<file path="src/design/dma_pkg.sv">
// Purpose: Shared constants and types of the two-channel DMA control block
// Assumes: APB byte addresses, 8 address bits decoded
// Notes:   Channel registers repeat at a fixed stride
package dma_pkg;
    localparam int NCH      = 2;
    localparam int PAW      = 8;
    localparam int FSW      = 4;
    localparam int AREA_W   = 3;
    localparam int CH_BIT   = 5;
    localparam int CNT_ONE  = 1;

    localparam logic [7:0] OFF_CTRL   = 8'h00;
    localparam logic [7:0] OFF_FACTOR = 8'h04;
    localparam logic [7:0] OFF_SRC    = 8'h08;
    localparam logic [7:0] OFF_DST    = 8'h0c;
    localparam logic [7:0] OFF_RELOAD = 8'h10;
    localparam logic [7:0] OFF_COUNT  = 8'h14;
    localparam logic [7:0] OFF_FWD    = 8'h18;
    localparam logic [7:0] OFF_MASK   = 8'h1f;
    localparam logic [7:0] OFF_CFG    = 8'h40;

    localparam int B_EN     = 0;
    localparam int B_UNIT   = 1;
    localparam int B_FWD    = 2;
    localparam int B_REQ    = 3;
    localparam int B_SWT    = 4;
    localparam int B_SRCA   = 5;
    localparam int B_DSTA   = 8;
    localparam int B_BUS8   = 0;

    localparam logic [3:0] FAC_SW  = 4'h8;
    localparam logic [3:0] FAC_EXT = 4'h9;

    localparam logic [2:0] AREA_INT_NW = 3'h0;
    localparam logic [2:0] AREA_INT_W  = 3'h1;
    localparam logic [2:0] AREA_SFR    = 3'h2;
    localparam logic [2:0] AREA_SEP_NW = 3'h3;
    localparam logic [2:0] AREA_SEP_W  = 3'h4;
    localparam logic [2:0] AREA_MUX    = 3'h5;

    localparam logic [1:0] COEF_FAST = 2'h1;
    localparam logic [1:0] COEF_WAIT = 2'h2;
    localparam logic [1:0] COEF_MUX  = 2'h3;
    localparam logic [1:0] N_ONE     = 2'h1;
    localparam logic [1:0] N_TWO     = 2'h2;
    localparam logic [1:0] STEP_BYTE = 2'h1;
    localparam logic [1:0] STEP_WORD = 2'h2;

    typedef enum logic [2:0] {
        ST_IDLE = 3'b001,
        ST_XFER = 3'b010,
        ST_GAP  = 3'b100
    } eng_state_e;
endpackage

</file>
<file path="src/design/dma_channel_control.sv">
// Purpose: Two-channel DMA control: start, restart, request flags, cycle cost
// Assumes: APB slave with zero wait states, inputs synchronous to pclk
// Notes:   Transfers are timed only; data moves on the memory bus elsewhere
// Summary of operation
// - Unit costs read cycles times j plus write cycles times k.
// - j,k: 1 fast memory, 2 waited or SFR, 3 multiplexed bus.
// - Byte units always take one read and one write cycle.
// - Word units: even on 16-bit bus one each, otherwise two each.
// - Source and destination parity are costed independently.
// - Writing one to enable makes the channel active.
// - First transfer loads forward pointer from the selected pointer.
// - First transfer copies reload value into the transfer counter.
// - Rewriting enable one restarts with both reloads.
// - Each channel requests from one preselected factor.
// - Factors: peripheral interrupts, software trigger, external pins.
// - Request flag sets on request whatever the enable state.
// - Hardware clears the flag just before the transfer starts.
// - Software writes zero to clear the flag; one does nothing.
// - Factor change may set the flag spuriously; not suppressed.
// - Active channel starts at once; enable shows activity.
// - Peripheral factor sets the flag with the interrupt request.
// - External factor triggers on its channel pin edge.
// - Channel 0 wins ties except right after its own transfer, where channel 1 wins; one processor cycle before channel 1.
`timescale 1ns/10ps
module dma_channel_control #(
    parameter int AW   = 20,
    parameter int CW   = 16,
    parameter int NPER = 8
) (
    input  wire logic                     pclk,
    input  wire logic                     presetn,
    input  wire logic                     psel,
    input  wire logic                     penable,
    input  wire logic                     pwrite,
    input  wire logic [dma_pkg::PAW-1:0]  paddr,
    input  wire logic [31:0]              pwdata,
    output logic      [31:0]              prdata,
    output logic                          pready,
    output logic                          pslverr,
    input  wire logic [NPER-1:0]          periph_irq,
    input  wire logic [dma_pkg::NCH-1:0]  external_interrupt_input,
    output logic                          dma_bus_own,
    output logic                          dma_chan,
    output logic      [AW-1:0]            dma_src_addr,
    output logic      [AW-1:0]            dma_dst_addr,
    output logic                          dma_unit_byte,
    output logic                          dma_done
);
    localparam int NCH = dma_pkg::NCH;
    localparam int AWD = dma_pkg::AREA_W;

    logic [NCH-1:0] en_r, first_r, flag_r, unit_r, fwdsel_r;
    logic [NCH-1:0] req, ready, start_c, fin_c, wr_c, swt_c;
    logic [AWD-1:0] srca_r [NCH];
    logic [AWD-1:0] dsta_r [NCH];
    logic [3:0]     fac_r  [NCH];
    logic [AW-1:0]  src_r  [NCH];
    logic [AW-1:0]  dst_r  [NCH];
    logic [AW-1:0]  fwd_r  [NCH];
    logic [CW-1:0]  rld_r  [NCH];
    logic [CW-1:0]  cnt_r  [NCH];
    logic           bus8_r;

    logic           wr, rd_setup, in_ch, sel_ch, mapped;
    logic [7:0]     roff;
    logic [31:0]    rdata;

    dma_pkg::eng_state_e state_r;
    logic           chan_r, pick, start, fin;
    logic [4:0]     busy_r, cost_total;
    logic [3:0]     src_cyc, dst_cyc;
    logic [AW-1:0]  fwd_eff, cur_src, cur_dst;

    // APB decode
    assign wr       = psel & penable & pwrite;
    assign rd_setup = psel & ~penable & ~pwrite;
    assign in_ch    = paddr < dma_pkg::OFF_CFG;
    assign sel_ch   = paddr[dma_pkg::CH_BIT];
    assign roff     = paddr & dma_pkg::OFF_MASK;
    assign pready   = 1'b1;

    always_comb begin
        mapped = 1'b0;
        if (in_ch) begin
            unique case (roff)
                dma_pkg::OFF_CTRL, dma_pkg::OFF_FACTOR, dma_pkg::OFF_SRC, dma_pkg::OFF_DST,
                dma_pkg::OFF_RELOAD, dma_pkg::OFF_COUNT, dma_pkg::OFF_FWD: mapped = 1'b1;
                default: mapped = 1'b0;
            endcase
        end else if (paddr == dma_pkg::OFF_CFG) begin
            mapped = 1'b1;
        end
    end

    assign pslverr = psel & penable & ~mapped;

    // Read data is fetched in the setup cycle so it stands in a flop
    always_comb begin
        rdata = '0;
        if (in_ch) begin
            unique case (roff)
                dma_pkg::OFF_CTRL: begin
                    rdata[dma_pkg::B_EN]   = en_r[sel_ch];
                    rdata[dma_pkg::B_UNIT] = unit_r[sel_ch];
                    rdata[dma_pkg::B_FWD]  = fwdsel_r[sel_ch];
                    rdata[dma_pkg::B_REQ]  = flag_r[sel_ch];
                    rdata[dma_pkg::B_SRCA +: AWD] = srca_r[sel_ch];
                    rdata[dma_pkg::B_DSTA +: AWD] = dsta_r[sel_ch];
                end
                dma_pkg::OFF_FACTOR: rdata[3:0]    = fac_r[sel_ch];
                dma_pkg::OFF_SRC:    rdata[AW-1:0] = src_r[sel_ch];
                dma_pkg::OFF_DST:    rdata[AW-1:0] = dst_r[sel_ch];
                dma_pkg::OFF_RELOAD: rdata[CW-1:0] = rld_r[sel_ch];
                dma_pkg::OFF_COUNT:  rdata[CW-1:0] = cnt_r[sel_ch];
                dma_pkg::OFF_FWD:    rdata[AW-1:0] = fwd_r[sel_ch];
                default:             rdata = '0;
            endcase
        end else if (paddr == dma_pkg::OFF_CFG) begin
            rdata[dma_pkg::B_BUS8] = bus8_r;
        end
    end

    always_ff @(posedge pclk or negedge presetn) begin
        if (!presetn) begin
            prdata <= '0;
        end else if (rd_setup) begin
            prdata <= rdata;
        end
    end

    always_ff @(posedge pclk or negedge presetn) begin
        if (!presetn) begin
            bus8_r <= 1'b0;
        end else if (wr && paddr == dma_pkg::OFF_CFG) begin
            bus8_r <= pwdata[dma_pkg::B_BUS8];
        end
    end

    // Per-channel state, fully separate
    genvar c;
    generate
        for (c = 0; c < NCH; c++) begin : g_ch
            logic wr_ctrl, en_one;
            assign wr_c[c]  = wr & in_ch & (sel_ch == 1'(c));
            assign wr_ctrl  = wr_c[c] & (roff == dma_pkg::OFF_CTRL);
            assign en_one   = wr_ctrl & pwdata[dma_pkg::B_EN];
            assign swt_c[c] = wr_ctrl & pwdata[dma_pkg::B_SWT];
            assign ready[c] = en_r[c] & flag_r[c];
            assign start_c[c] = start & (pick == 1'(c));
            assign fin_c[c]   = fin & (chan_r == 1'(c));

            dma_req_sel #(.NPER(NPER)) u_sel (
                .pclk       (pclk),
                .presetn    (presetn),
                .factor     (fac_r[c]),
                .periph_irq (periph_irq),
                .sw_trig    (swt_c[c]),
                .ext_in     (external_interrupt_input[c]),
                .req_pulse  (req[c])
            );

            always_ff @(posedge pclk or negedge presetn) begin
                if (!presetn) begin
                    unit_r[c]   <= 1'b0;
                    fwdsel_r[c] <= 1'b0;
                    srca_r[c]   <= '0;
                    dsta_r[c]   <= '0;
                    fac_r[c]    <= '0;
                    src_r[c]    <= '0;
                    dst_r[c]    <= '0;
                    rld_r[c]    <= '0;
                end else if (wr_c[c]) begin
                    unique case (roff)
                        dma_pkg::OFF_CTRL: begin
                            unit_r[c]   <= pwdata[dma_pkg::B_UNIT];
                            fwdsel_r[c] <= pwdata[dma_pkg::B_FWD];
                            srca_r[c]   <= pwdata[dma_pkg::B_SRCA +: AWD];
                            dsta_r[c]   <= pwdata[dma_pkg::B_DSTA +: AWD];
                        end
                        dma_pkg::OFF_FACTOR: fac_r[c] <= pwdata[3:0];
                        dma_pkg::OFF_SRC:    src_r[c] <= pwdata[AW-1:0];
                        dma_pkg::OFF_DST:    dst_r[c] <= pwdata[AW-1:0];
                        dma_pkg::OFF_RELOAD: rld_r[c] <= pwdata[CW-1:0];
                        default: ;
                    endcase
                end
            end

            // Enable write wins over the end-of-count stop
            always_ff @(posedge pclk or negedge presetn) begin
                if (!presetn) begin
                    en_r[c]    <= 1'b0;
                    first_r[c] <= 1'b0;
                end else if (en_one) begin
                    en_r[c]    <= 1'b1;
                    first_r[c] <= 1'b1;
                end else begin
                    if (wr_ctrl) begin
                        en_r[c] <= 1'b0;
                    end else if (fin_c[c] && !first_r[c] && cnt_r[c] == CW'(dma_pkg::CNT_ONE)) begin
                        en_r[c] <= 1'b0;
                    end
                    if (start_c[c]) begin
                        first_r[c] <= 1'b0;
                    end
                end
            end

            // Set wins over both clears so no request is lost
            always_ff @(posedge pclk or negedge presetn) begin
                if (!presetn) begin
                    flag_r[c] <= 1'b0;
                end else if (req[c]) begin
                    flag_r[c] <= 1'b1;
                end else if (start_c[c]) begin
                    flag_r[c] <= 1'b0;
                end else if (wr_ctrl && !pwdata[dma_pkg::B_REQ]) begin
                    flag_r[c] <= 1'b0;
                end
            end

            always_ff @(posedge pclk or negedge presetn) begin
                if (!presetn) begin
                    fwd_r[c] <= '0;
                    cnt_r[c] <= '0;
                end else if (start_c[c] && first_r[c]) begin
                    fwd_r[c] <= fwd_eff;
                    cnt_r[c] <= rld_r[c];
                end else if (fin_c[c]) begin
                    fwd_r[c] <= fwd_r[c] + AW'(unit_r[c] ? dma_pkg::STEP_BYTE : dma_pkg::STEP_WORD);
                    cnt_r[c] <= cnt_r[c] - CW'(dma_pkg::CNT_ONE);
                end
            end
        end
    endgenerate

    // Engine: ties to channel 0, after a gap the other channel goes first
    assign pick  = ready[1] & (~ready[0] | (state_r == dma_pkg::ST_GAP && !chan_r));
    assign start = (state_r != dma_pkg::ST_XFER) & (|ready);
    assign fin   = (state_r == dma_pkg::ST_XFER) & (busy_r == '0);
    assign fwd_eff = first_r[pick] ? (fwdsel_r[pick] ? dst_r[pick] : src_r[pick]) : fwd_r[pick];
    assign cur_src = fwdsel_r[pick] ? src_r[pick] : fwd_eff;
    assign cur_dst = fwdsel_r[pick] ? fwd_eff : dst_r[pick];

    dma_cost u_rd_cost (
        .unit_byte (unit_r[pick]),
        .bus8      (bus8_r),
        .addr_odd  (cur_src[0]),
        .area      (srca_r[pick]),
        .cycles    (src_cyc)
    );

    dma_cost u_wr_cost (
        .unit_byte (unit_r[pick]),
        .bus8      (bus8_r),
        .addr_odd  (cur_dst[0]),
        .area      (dsta_r[pick]),
        .cycles    (dst_cyc)
    );

    assign cost_total = {1'b0, src_cyc} + {1'b0, dst_cyc};

    always_ff @(posedge pclk or negedge presetn) begin
        if (!presetn) begin
            state_r <= dma_pkg::ST_IDLE;
            busy_r  <= '0;
        end else begin
            unique case (state_r)
                dma_pkg::ST_IDLE,
                dma_pkg::ST_GAP: begin
                    if (start) begin
                        state_r <= dma_pkg::ST_XFER;
                        busy_r  <= cost_total - 5'h1;
                    end else begin
                        state_r <= dma_pkg::ST_IDLE;
                    end
                end
                dma_pkg::ST_XFER: begin
                    if (fin) begin
                        state_r <= dma_pkg::ST_GAP;
                    end else begin
                        busy_r <= busy_r - 5'h1;
                    end
                end
            endcase
        end
    end

    always_ff @(posedge pclk or negedge presetn) begin
        if (!presetn) begin
            chan_r        <= 1'b0;
            dma_src_addr  <= '0;
            dma_dst_addr  <= '0;
            dma_unit_byte <= 1'b0;
        end else if (start) begin
            chan_r        <= pick;
            dma_src_addr  <= cur_src;
            dma_dst_addr  <= cur_dst;
            dma_unit_byte <= unit_r[pick];
        end
    end

    always_ff @(posedge pclk or negedge presetn) begin
        if (!presetn) begin
            dma_done <= 1'b0;
        end else begin
            dma_done <= fin;
        end
    end

    assign dma_bus_own = (state_r == dma_pkg::ST_XFER);
    assign dma_chan    = chan_r;

    // Checking helpers
    logic [4:0] len_r, cost_r;
    always_ff @(posedge pclk or negedge presetn) begin
        if (!presetn) begin
            len_r  <= '0;
            cost_r <= '0;
        end else if (start) begin
            len_r  <= '0;
            cost_r <= cost_total;
        end else if (dma_bus_own) begin
            len_r <= len_r + 5'h1;
        end
    end
endmodule

</file>
<file path="src/design/dma_cost.sv">
// Purpose: Bus cycles spent on one side (read or write) of a transfer unit
// Assumes: Area code selects the wait coefficient
// Notes:   Unknown area codes cost as fast memory
`timescale 1ns/10ps
module dma_cost (
    input  wire logic       unit_byte,
    input  wire logic       bus8,
    input  wire logic       addr_odd,
    input  wire logic [2:0] area,
    output logic      [3:0] cycles
);
    logic [1:0] n;
    logic [1:0] coef;

    always_comb begin
        n = (unit_byte || !(bus8 || addr_odd)) ? dma_pkg::N_ONE : dma_pkg::N_TWO;
        unique case (area)
            dma_pkg::AREA_INT_W,
            dma_pkg::AREA_SFR,
            dma_pkg::AREA_SEP_W: coef = dma_pkg::COEF_WAIT;
            dma_pkg::AREA_MUX:   coef = dma_pkg::COEF_MUX;
            default:             coef = dma_pkg::COEF_FAST;
        endcase
        cycles = {2'b00, n} * {2'b00, coef};
    end
endmodule

</file>
<file path="src/design/dma_req_sel.sv">
// Purpose: Picks one request factor for a channel and forms a request pulse
// Assumes: Peripheral requests arrive as one-cycle pulses, pins synchronous
// Notes:   External factor fires on the rising edge of its pin
`timescale 1ns/10ps
module dma_req_sel #(
    parameter int NPER = 8
) (
    input  wire logic            pclk,
    input  wire logic            presetn,
    input  wire logic [3:0]      factor,
    input  wire logic [NPER-1:0] periph_irq,
    input  wire logic            sw_trig,
    input  wire logic            ext_in,
    output logic                 req_pulse
);
    logic ext_d_r;

    always_ff @(posedge pclk or negedge presetn) begin
        if (!presetn) begin
            ext_d_r <= 1'b0;
        end else begin
            ext_d_r <= ext_in;
        end
    end

    // Peripheral pulses pass straight through so the flag sets with the irq
    always_comb begin
        req_pulse = 1'b0;
        for (int i = 0; i < NPER; i++) begin
            if (factor == 4'(i)) begin
                req_pulse = periph_irq[i];
            end
        end
        if (factor == dma_pkg::FAC_SW) begin
            req_pulse = sw_trig;
        end
        if (factor == dma_pkg::FAC_EXT) begin
            req_pulse = ext_in & ~ext_d_r;
        end
    end
endmodule

</file>
<file path="config.mk">
export PLATFORM = sky130hd
export DESIGN_NAME = dma_channel_control
export DESIGN_NICKNAME = d
export VERILOG_FILES = /design/src/design/dma_pkg.sv /design/src/design/dma_channel_control.sv /design/src/design/dma_cost.sv /design/src/design/dma_req_sel.sv
export SDC_FILE = /design/constraint.sdc
export NUM_CORES = 1
export LEC_CHECK = 0
export ABC_AREA = 1
export BUFFER_PORTS_ARGS = -buffer_cell sky130_fd_sc_hd__buf_2
export CORE_MARGIN = 4
export CORE_UTILIZATION = 60
export DETAILED_ROUTE_END_ITERATION = 6
export GPL_TIMING_DRIVEN = 0
export PLACE_DENSITY_LB_ADDON = 0.2
export SETUP_SLACK_MARGIN = 0.15
export SYNTH_ARGS = -nofsm -noshare
export SYNTH_HDL_FRONTEND = slang
export SYNTH_SLANG_ARGS = --single-unit
export TNS_END_PERCENT = 10
</file>
<file path="constraint.sdc">
create_clock -name pclk -period 4.1 [get_ports pclk]
set_clock_uncertainty 0.15 [all_clocks]
set_input_delay 0.205 -clock pclk [delete_from_list [all_inputs] [get_ports pclk]]
set_output_delay 0.205 -clock pclk [all_outputs]
set_load 0.01 [all_outputs]
</file>
==> impl_summary.log, run 1 <==
[metrics] run status: finished clean
[metrics] MaxCap Viol Count: 0
[metrics] first-pass GRT wire length: 105 mm
[metrics] Top Ports: 133
[metrics] Layout Nets: 2519
[metrics] growth of design area from synthesis to finish: 16.4%
[metrics] top cell type by total area after synthesis: dfrtp_1
[metrics] pin count of the biggest net entering global routing: 118
[metrics] share of the core filled with cells in the final layout: 70.6%
[metrics] TritonCTS clock tree: done
[metrics] Port Buf Inserts: 99
[metrics] cell with the most instances after synthesis: nand2_1
[metrics] number of core rows: 61
[metrics] setup repair after global routing missed its margin: yes
[metrics] number of diodes added for antenna fixing: 0
[metrics] CTS H-Tree Depth: 2
[metrics] sequential share of the synthesized area: 42.8%
[metrics] required time reported for the critical path endpoint: 4.36 ns
[metrics] root buffer cell: clkbuf_16
[metrics] proportion of synthesized flip-flops having asynchronous set or reset: 100%
[metrics] overall overflow remaining after global route: 0
[metrics] count of different cell masters after synthesis: 58
[metrics] Die Wd: 176 um
[metrics] Final Max Tran Viols: 0
[metrics] Multi-input gate area: 8250 sq um
[metrics] smallest setup slack after layout: 0.199 ns
[metrics] die area: 30800 sq um
[metrics] Finish-stage setup viols: 0
[metrics] worst vdd ir: 0.409 mV
[metrics] number of endpoints with negative hold slack in the final report: 0
[metrics] pre-CTS worst setup slack: -0.0863 ns
[metrics] standby leakage power: 9.66 nW
[metrics] number of DRC violations after detailed routing: 0
[metrics] cell total after placement: 2751
[metrics] Worst Setup Start Kind: flop
[metrics] worst hold path type: primary input to flop
[metrics] Final Power: 8.62 mW
[metrics] wirelength, routed: 71.4 mm
[metrics] count of placed standard cells in the final layout, fillers left out: 2845
[metrics] core footprint: 27800 sq um
[metrics] clk sinks: 288
[metrics] drt first-iter violations: 2836
[metrics] final critical-path share of the clock period: 95.1%
[metrics] Clock Latency Late Sink: 0.54 ns
[metrics] post-synthesis average cell area: 7.46 sq um
[metrics] transition time at the pin with the least slew margin: 1.03 ns
[metrics] YS warnings: 0
[metrics] Vias per Instance: 6.37
[metrics] list of most frequent post-synthesis cells: 714 x nand2_1, 287 x dfrtp_1, 245 x o21ai_0, 225 x inv_1, 104 x nand3_1
[metrics] cell area after layout: 19600 sq um
[metrics] mean routed wirelength per cell: 25.1 um
[metrics] final worst path period need: 3.90 ns
[metrics] number of CTS-inserted buffers: 34
[metrics] number of synthesized flops with an enable pin: 0
[metrics] critical path class: flop to flop
[metrics] height of the die: 176 um
[metrics] Via Count: 18135
[metrics] FILL cells: 2282
[metrics] Bufs on Longest Clock Path: 3
[metrics] worst-path maximum fanout: 11
[metrics] final estimated routing congestion in global placement: 1.05
[metrics] PD cells: 439 nW/um^2
[metrics] clock transition at the register clock pins on the worst setup and hold paths after CTS: 0.06 ns
[metrics] Max transition margin: 30.7%
[metrics] register bit count reported by yosys: 288
[metrics] vias in the first global route: 17204
[metrics] number of nets with antenna violations after routing: 0
[metrics] top post-synthesis cells by area: dfrtp_1 43%, nand2_1 16%, o21ai_0 7.3%
[metrics] number of iterations in the first detailed-routing pass: 7
[metrics] antenna violations before repair: 1
[metrics] total area of sequential cells: 7210 sq um
[metrics] Cells after Synth: 2261
[metrics] half-perimeter wire length of the detailed placement result: 52.5 mm
[metrics] fraction of final layout cells with drive strength greater than 1: 13.7%
[metrics] maximum operating frequency: 256 MHz
[metrics] top cell type's share of synthesized area: 42.6%
[metrics] flip-flop cell with the highest count after synthesis: dfrtp_1
[metrics] overall routing resource usage: 45.4%
[metrics] Initial Utilization: 60.7%
[metrics] post-synthesis cell area: 16900 sq um
[metrics] arrival time at the worst endpoint: 4.16 ns
[metrics] sort of element at the end of the critical path: flop
[metrics] area after detailed placement: 17900 sq um
==> registers in the layout (all words and copies together), names as in the netlist <==
name and count:
rld_r 32, dma_src_addr 20, fac_r 8, prdata 20, fwd_r 40, g_ch.u_sel.ext_d_r 2
dsta_r 6, dma_unit_byte 1, fwdsel_r 2, busy_r 5, unit_r 2, first_r 2
dma_chan 1, src_r 40, flag_r 2, dma_done 1, bus8_r 1, en_r 2
state_r 3, srca_r 6, dma_dst_addr 20, dst_r 40, cnt_r 32
==> cell type report <==
| class | instances | share of cell area [%] |
|---|---|---|
| clock buffers | 46 | 5.08 |
| clock inverters | 15 | 1.19 |
| inverters | 234 | 4.49 |
| plain buffers | 130 | 3.57 |
| flip-flops and latches | 288 | 36.7 |
| multi-input cells | 1620 | 42.1 |
| repair buffers | 134 | 4.48 |
| well taps | 378 | 2.41 |
==> path summary, 6_finish.rpt <==
check,cells past startpoint,from,slack [ns],end
max,19,state_r[1],0.20,busy_r[3]
min,5,periph_irq[2],0.01,flag_r[1]
max reg2reg,19,state_r[1],0.20,busy_r[3]
min reg2reg,1,g_ch[0].u_sel.ext_d_r,0.31,flag_r[0]
max in group asynchronous,3,presetn,2.69,cnt_r[24]
min in group asynchronous,2,presetn,0.09,dma_unit_byte
==> placed cells by master, fill, tap and decap left out, types with 9 or more instances in the layout <==
cell type,synthesis,layout
clkbuf_1,64,67
o221ai_1,31,31
a22oi_1,18,18
clkbuf_16,0,36
nand2_1,714,707
o211ai_1,31,31
buf_6,8,9
mux2_2,27,27
o211ai_2,10,10
conb_1,2,13
o21ai_1,41,41
o22ai_1,18,18
nand3_1,104,101
nor3_1,31,31
dfrtp_1,287,286
ha_1,17,15
inv_1,225,223
dlygate4sd3_1,0,21
nand2_2,7,13
a21oi_1,96,95
o21ai_0,245,244
nor2_1,95,95
nand4_1,22,22
xor2_1,24,23
buf_4,20,31
o21ai_2,11,9
buf_2,37,132
==> worst max-delay path: stages (launching register included) <==
cell       delay (ns)
dfrtp_1          0.42
nor2_4           0.17
nand3_4          0.12
nand2_4          0.15
nand2_8          0.10
clkbuf_16        0.19
buf_6            0.16
nand2_1          0.06
o21ai_1          0.08
or2_1            0.26
nand2_2          0.09
inv_2            0.05
a21oi_2          0.12
fa_1             0.42
ha_1             0.31
ha_2             0.21
fa_2             0.34
xor2_1           0.16
o21ai_1          0.13
o22ai_1          0.09
==> report_power, final <==
part           switching [mW]  total [mW]  leakage [nW]  internal, mW
Clock                    1.31        3.35         0.606          2.04
Sequential              0.248        3.42          3.34          3.17
Combinational            1.23        1.85          5.71         0.614
Total                    2.79        8.62          9.66          5.82
==> timing repair <==
| action | CTS | global route |
|---|---|---|
| gates cloned | 0 | 1 |
| setup endpoints to repair | 3 | 3 |
| buffers inserted | 2 | 9 |
| pin swaps | 2 | 7 |
| resized for setup | 14 | 22 |
| hold buffers | 21 | 0 |
| endpoints found under the hold margin | 146 | 0 |
==> kinds of logic after synthesis <==
| logic type | count (synthesis) | synth area share (%) |
|---|---|---|
| compound gates | 529 | 18.5 |
| buf+inv | 364 | 9.20 |
| flops | 288 | 42.8 |
| mux | 29 | 1.93 |
| simple gates | 1001 | 24.4 |
| other cells | 2 | 0.0446 |
| xor+xnor | 26 | 1.35 |
| fa+ha+maj | 22 | 1.86 |
==> routing by layer <==
layer	wire length, um	track usage (%)	vias up
met2	29700	66.6	1526
li1	-	-	7800
met5	0	0	-
met3	9890	14.1	370
met4	6150	29.1	0
met1	25700	58.5	8439
==> per-stage QoR <==
step / TNS, ns / hold slack, ns
6_report: 0 / 0.0124
5_1_grt: 0 / 0.0590
4_1_cts: 0 / 0.0148
3_5_place_dp: -0.147 / 0.0353
3_3_place_gp: -775.03 / 0.180
2_1_floorplan: 0 / -0.241
No activity file was read; power rests on OpenSTA's default activity.
==> run 2, diff against run 1 <==
--- a/config.mk
+++ b/config.mk
@@ -7,7 +7,7 @@
 export LEC_CHECK = 0
 export ABC_AREA = 1
 export BUFFER_PORTS_ARGS = -buffer_cell sky130_fd_sc_hd__buf_2
-export CORE_MARGIN = 4
+export CORE_MARGIN = 1
 export CORE_UTILIZATION = 60
 export DETAILED_ROUTE_END_ITERATION = 6
 export GPL_TIMING_DRIVEN = 0
==> impl_summary.log, run 2 (synthesis results as in run 1) <==
[metrics] number of endpoints with negative hold slack in the final report: 0 (unchanged)
[metrics] worst hold path type: primary input to flop
[metrics] half-perimeter wire length of the detailed placement result: 53.0 mm (+1.1%)
[metrics] overall overflow remaining after global route: 0 (unchanged)
[metrics] Max transition margin: 17.6% (-13 points)
[metrics] depth of the most critical reg-to-reg path: 20 (+1)
[metrics] Final Power: 8.42 mW (-2.3%)
[metrics] TritonCTS clock tree: done
[metrics] height of the die: 170 um (-3.4%)
[metrics] vias in the first global route: 17771 (+3.3%)
[metrics] Clk pwr share: 37.6% (-1.3 points)
[metrics] Die Wd: 170 um (-3.4%)
[metrics] Vias per Instance: 6.54 (+2.6%)
[metrics] root buffer cell: clkbuf_16
[metrics] setup repair after global routing missed its margin: yes
[metrics] first-pass GRT wire length: 108 mm (+2.6%)
[metrics] final estimated routing congestion in global placement: 1.05 (about the same)
[metrics] overall routing resource usage: 51.4% (+6.0 points)
[metrics] die area: 28800 sq um (-6.7%)
[metrics] wirelength, routed: 73.3 mm (+2.7%)
[metrics] run status: finished with violations
[metrics] number of CTS-inserted buffers: 31 (-8.8%)
[metrics] Port Buf Inserts: 99 (unchanged)
[metrics] fraction of final layout cells with drive strength greater than 1: 13.6% (-0.085 points)
[metrics] cell total after placement: 2745 (-0.22%)
[metrics] CP endpoint: busy_r[3]
[metrics] reg-to-reg startpoint: state_r[0]
[metrics] drt first-iter violations: 2997 (+5.7%)
[metrics] worst vdd ir: 0.320 mV (-22%)
[metrics] final worst path period need: 3.85 ns (-0.0526 ns)
[metrics] FILL cells: 2137 (-6.4%)
[metrics] Final Max Tran Viols: 0 (unchanged)
[metrics] Bufs on Longest Clock Path: 3 (unchanged)
[metrics] standby leakage power: 9.66 nW (about the same)
[metrics] proportion of total power due to net switching: 32.6% (+0.13 points)
[metrics] CTS H-Tree Depth: 1 (-1)
[metrics] Finish-stage setup viols: 0 (unchanged)
[metrics] combinational cell fraction of total power: 21.8% (+0.4 points)
[metrics] core footprint: 27300 sq um (-1.9%)
[metrics] arrival time at the worst endpoint: 4.17 ns (about the same)
[metrics] number of nets with antenna violations after routing: 0 (unchanged)
[metrics] Via Count: 18619 (+2.7%)
[metrics] growth of design area from synthesis to finish: 16.2%
[metrics] cell internal pwr: 5.68 mW (-2.5%)
[metrics] mean routed wirelength per cell: 25.7 um (+2.6%)
[metrics] Initial Utilization: 61.9% (+1.2 points)
[metrics] Seq pwr share: 40.6% (+0.9 points)
[metrics] count of placed standard cells in the final layout, fillers left out: 2847 (+0.070%)
[metrics] number of core rows: 60 (-1.6%)
[metrics] required time reported for the critical path endpoint: 4.42 ns (+0.06 ns)
[metrics] maximum operating frequency: 260 MHz (+1.4%)
[metrics] pin count of the biggest net entering global routing: 116 (-1.7%)
[metrics] start point of the critical path: state_r[0]
[metrics] share of the core filled with cells in the final layout: 71.9% (+1.2 points)
[metrics] pre-CTS worst setup slack: -0.230 ns (-0.144 ns)
[metrics] number of iterations in the first detailed-routing pass: 7 (unchanged)
[metrics] clock transition at the register clock pins on the worst setup and hold paths after CTS: 0.07 ns (about the same)
[metrics] critical path class: flop to flop
[metrics] transition time at the pin with the least slew margin: 1.22 ns (+0.197 ns)
[metrics] Layout Nets: 2527 (+0.32%)
[metrics] number of DRC violations after detailed routing: 8 (+8)
[metrics] number of diodes added for antenna fixing: 0 (unchanged)
[metrics] Worst Hold Path Cells: 7 (+2)
[metrics] Clock Latency Late Sink: 0.60 ns (+0.06 ns)
[metrics] top library cells by usage in the layout, fill and taps aside: 709 x nand2_1, 286 x dfrtp_1, 244 x o21ai_0, 224 x inv_1, 132 x buf_2
[metrics] setup_tns: 0 ns (unchanged)
[metrics] leading registers by flop count: dst_r (40), fwd_r (40), src_r (40)
[metrics] PD cells: 430 nW/um^2 (-2.1%)
[metrics] critical register-to-register path endpoint: busy_r[3]
[metrics] failing checks: design-rule violations
[metrics] antenna violations before repair: 1 (unchanged)
[metrics] clk sinks: 288 (unchanged)
[metrics] Worst Setup Start Kind: flop
[metrics] leading cell type in the layout, fill and taps excluded: nand2_1
[metrics] MaxCap Viol Count: 0 (unchanged)
[metrics] power dissipated by switching net loads: 2.74 mW (-1.9%)
[metrics] Top Ports: 133 (unchanged)
[metrics] smallest setup slack after layout: 0.252 ns (+0.0526 ns)
[metrics] slack of the worst reg-to-reg path: 0.25 ns (+0.05 ns)
[metrics] worst-path maximum fanout: 3 (-8)
[metrics] final critical-path share of the clock period: 93.9% (-1.3 points)
[metrics] sort of element at the end of the critical path: flop
run 2: power groups by stage:
stage                     combinational, mW  sequential [mW]  clock, mW
final                                  1.84             3.41       3.17
after global routing                   1.99             3.44       3.22
after CTS                              1.73             3.40       3.11
after detailed placement               1.69             3.45          0
after global placement                 1.61             3.42          0
after floorplan                       0.901             3.49          0
run 2: layout make-up:
cell class,count,area [sq um],area share [%]
clock inverter,16,243,1.24
tap,372,465,2.38
multi-input combinational,1620,8240,42.1
sequential,288,7210,36.8
buffer,130,701,3.58
clock buffer,42,887,4.53
timing repair buffer,145,953,4.87
inverter,234,886,4.52
run 2: what timing repair did:
| item | in CTS | in global routing |
|---|---|---|
| hold endpoints to repair | 173 | 0 |
| endpoints found under the setup margin | 3 | 3 |
| setup buffers | 2 | 17 |
| hold buffers | 25 | 0 |
| gates cloned | 0 | 0 |
| resized for setup | 13 | 20 |
| pin swaps | 2 | 10 |
run 2: per-stage QoR:
step                hold slack [ns]  cell area, sq um
finish                       0.0116             19600
global route                0.00997             19600
CTS                         0.00509             19400
detailed placement           0.0989             17900
global placement              0.179             17900
floorplan                    -0.241             16900
run 2: metal layers:
metal  GRT usage [%]  vias up  routed length (um)
li1                -     7821                   -
met3            16.9      489               11000
met2            74.8     1745               30000
met4            39.5        2                7240
met5               0        -                  16
met1            63.2     8562               25100
run 2: worst min path at each step:
stage | slack, ns | startpoint | to
global placement | 0.18 | external_interrupt_input[0] | g_ch[0].u_sel.ext_d_r
global route | 0.01 | pwdata[6] | srca_r[1]
finish | 0.01 | periph_irq[1] | flag_r[0]
floorplan | -0.24 | presetn | bus8_r
detailed placement | 0.1 | presetn | dma_unit_byte
CTS | 0.005 | pwdata[6] | srca_r[1]
run 2: worst max-delay path, cell delays in order, from the launching register on:
cell and delay, ns:
dfstp_2 0.53, nor2_2 0.05, nand3_2 0.11, nand2_4 0.09
buf_4 0.16, buf_4 0.12, nand3_1 0.07, nand2_2 0.10
nand2_1 0.08, nand3_1 0.09, nand3_2 0.11, nand3_2 0.12
buf_4 0.18, a21oi_2 0.12, fa_1 0.43, ha_1 0.29
ha_1 0.24, fa_2 0.34, xor2_1 0.17, o21ai_1 0.12
o22ai_1 0.07
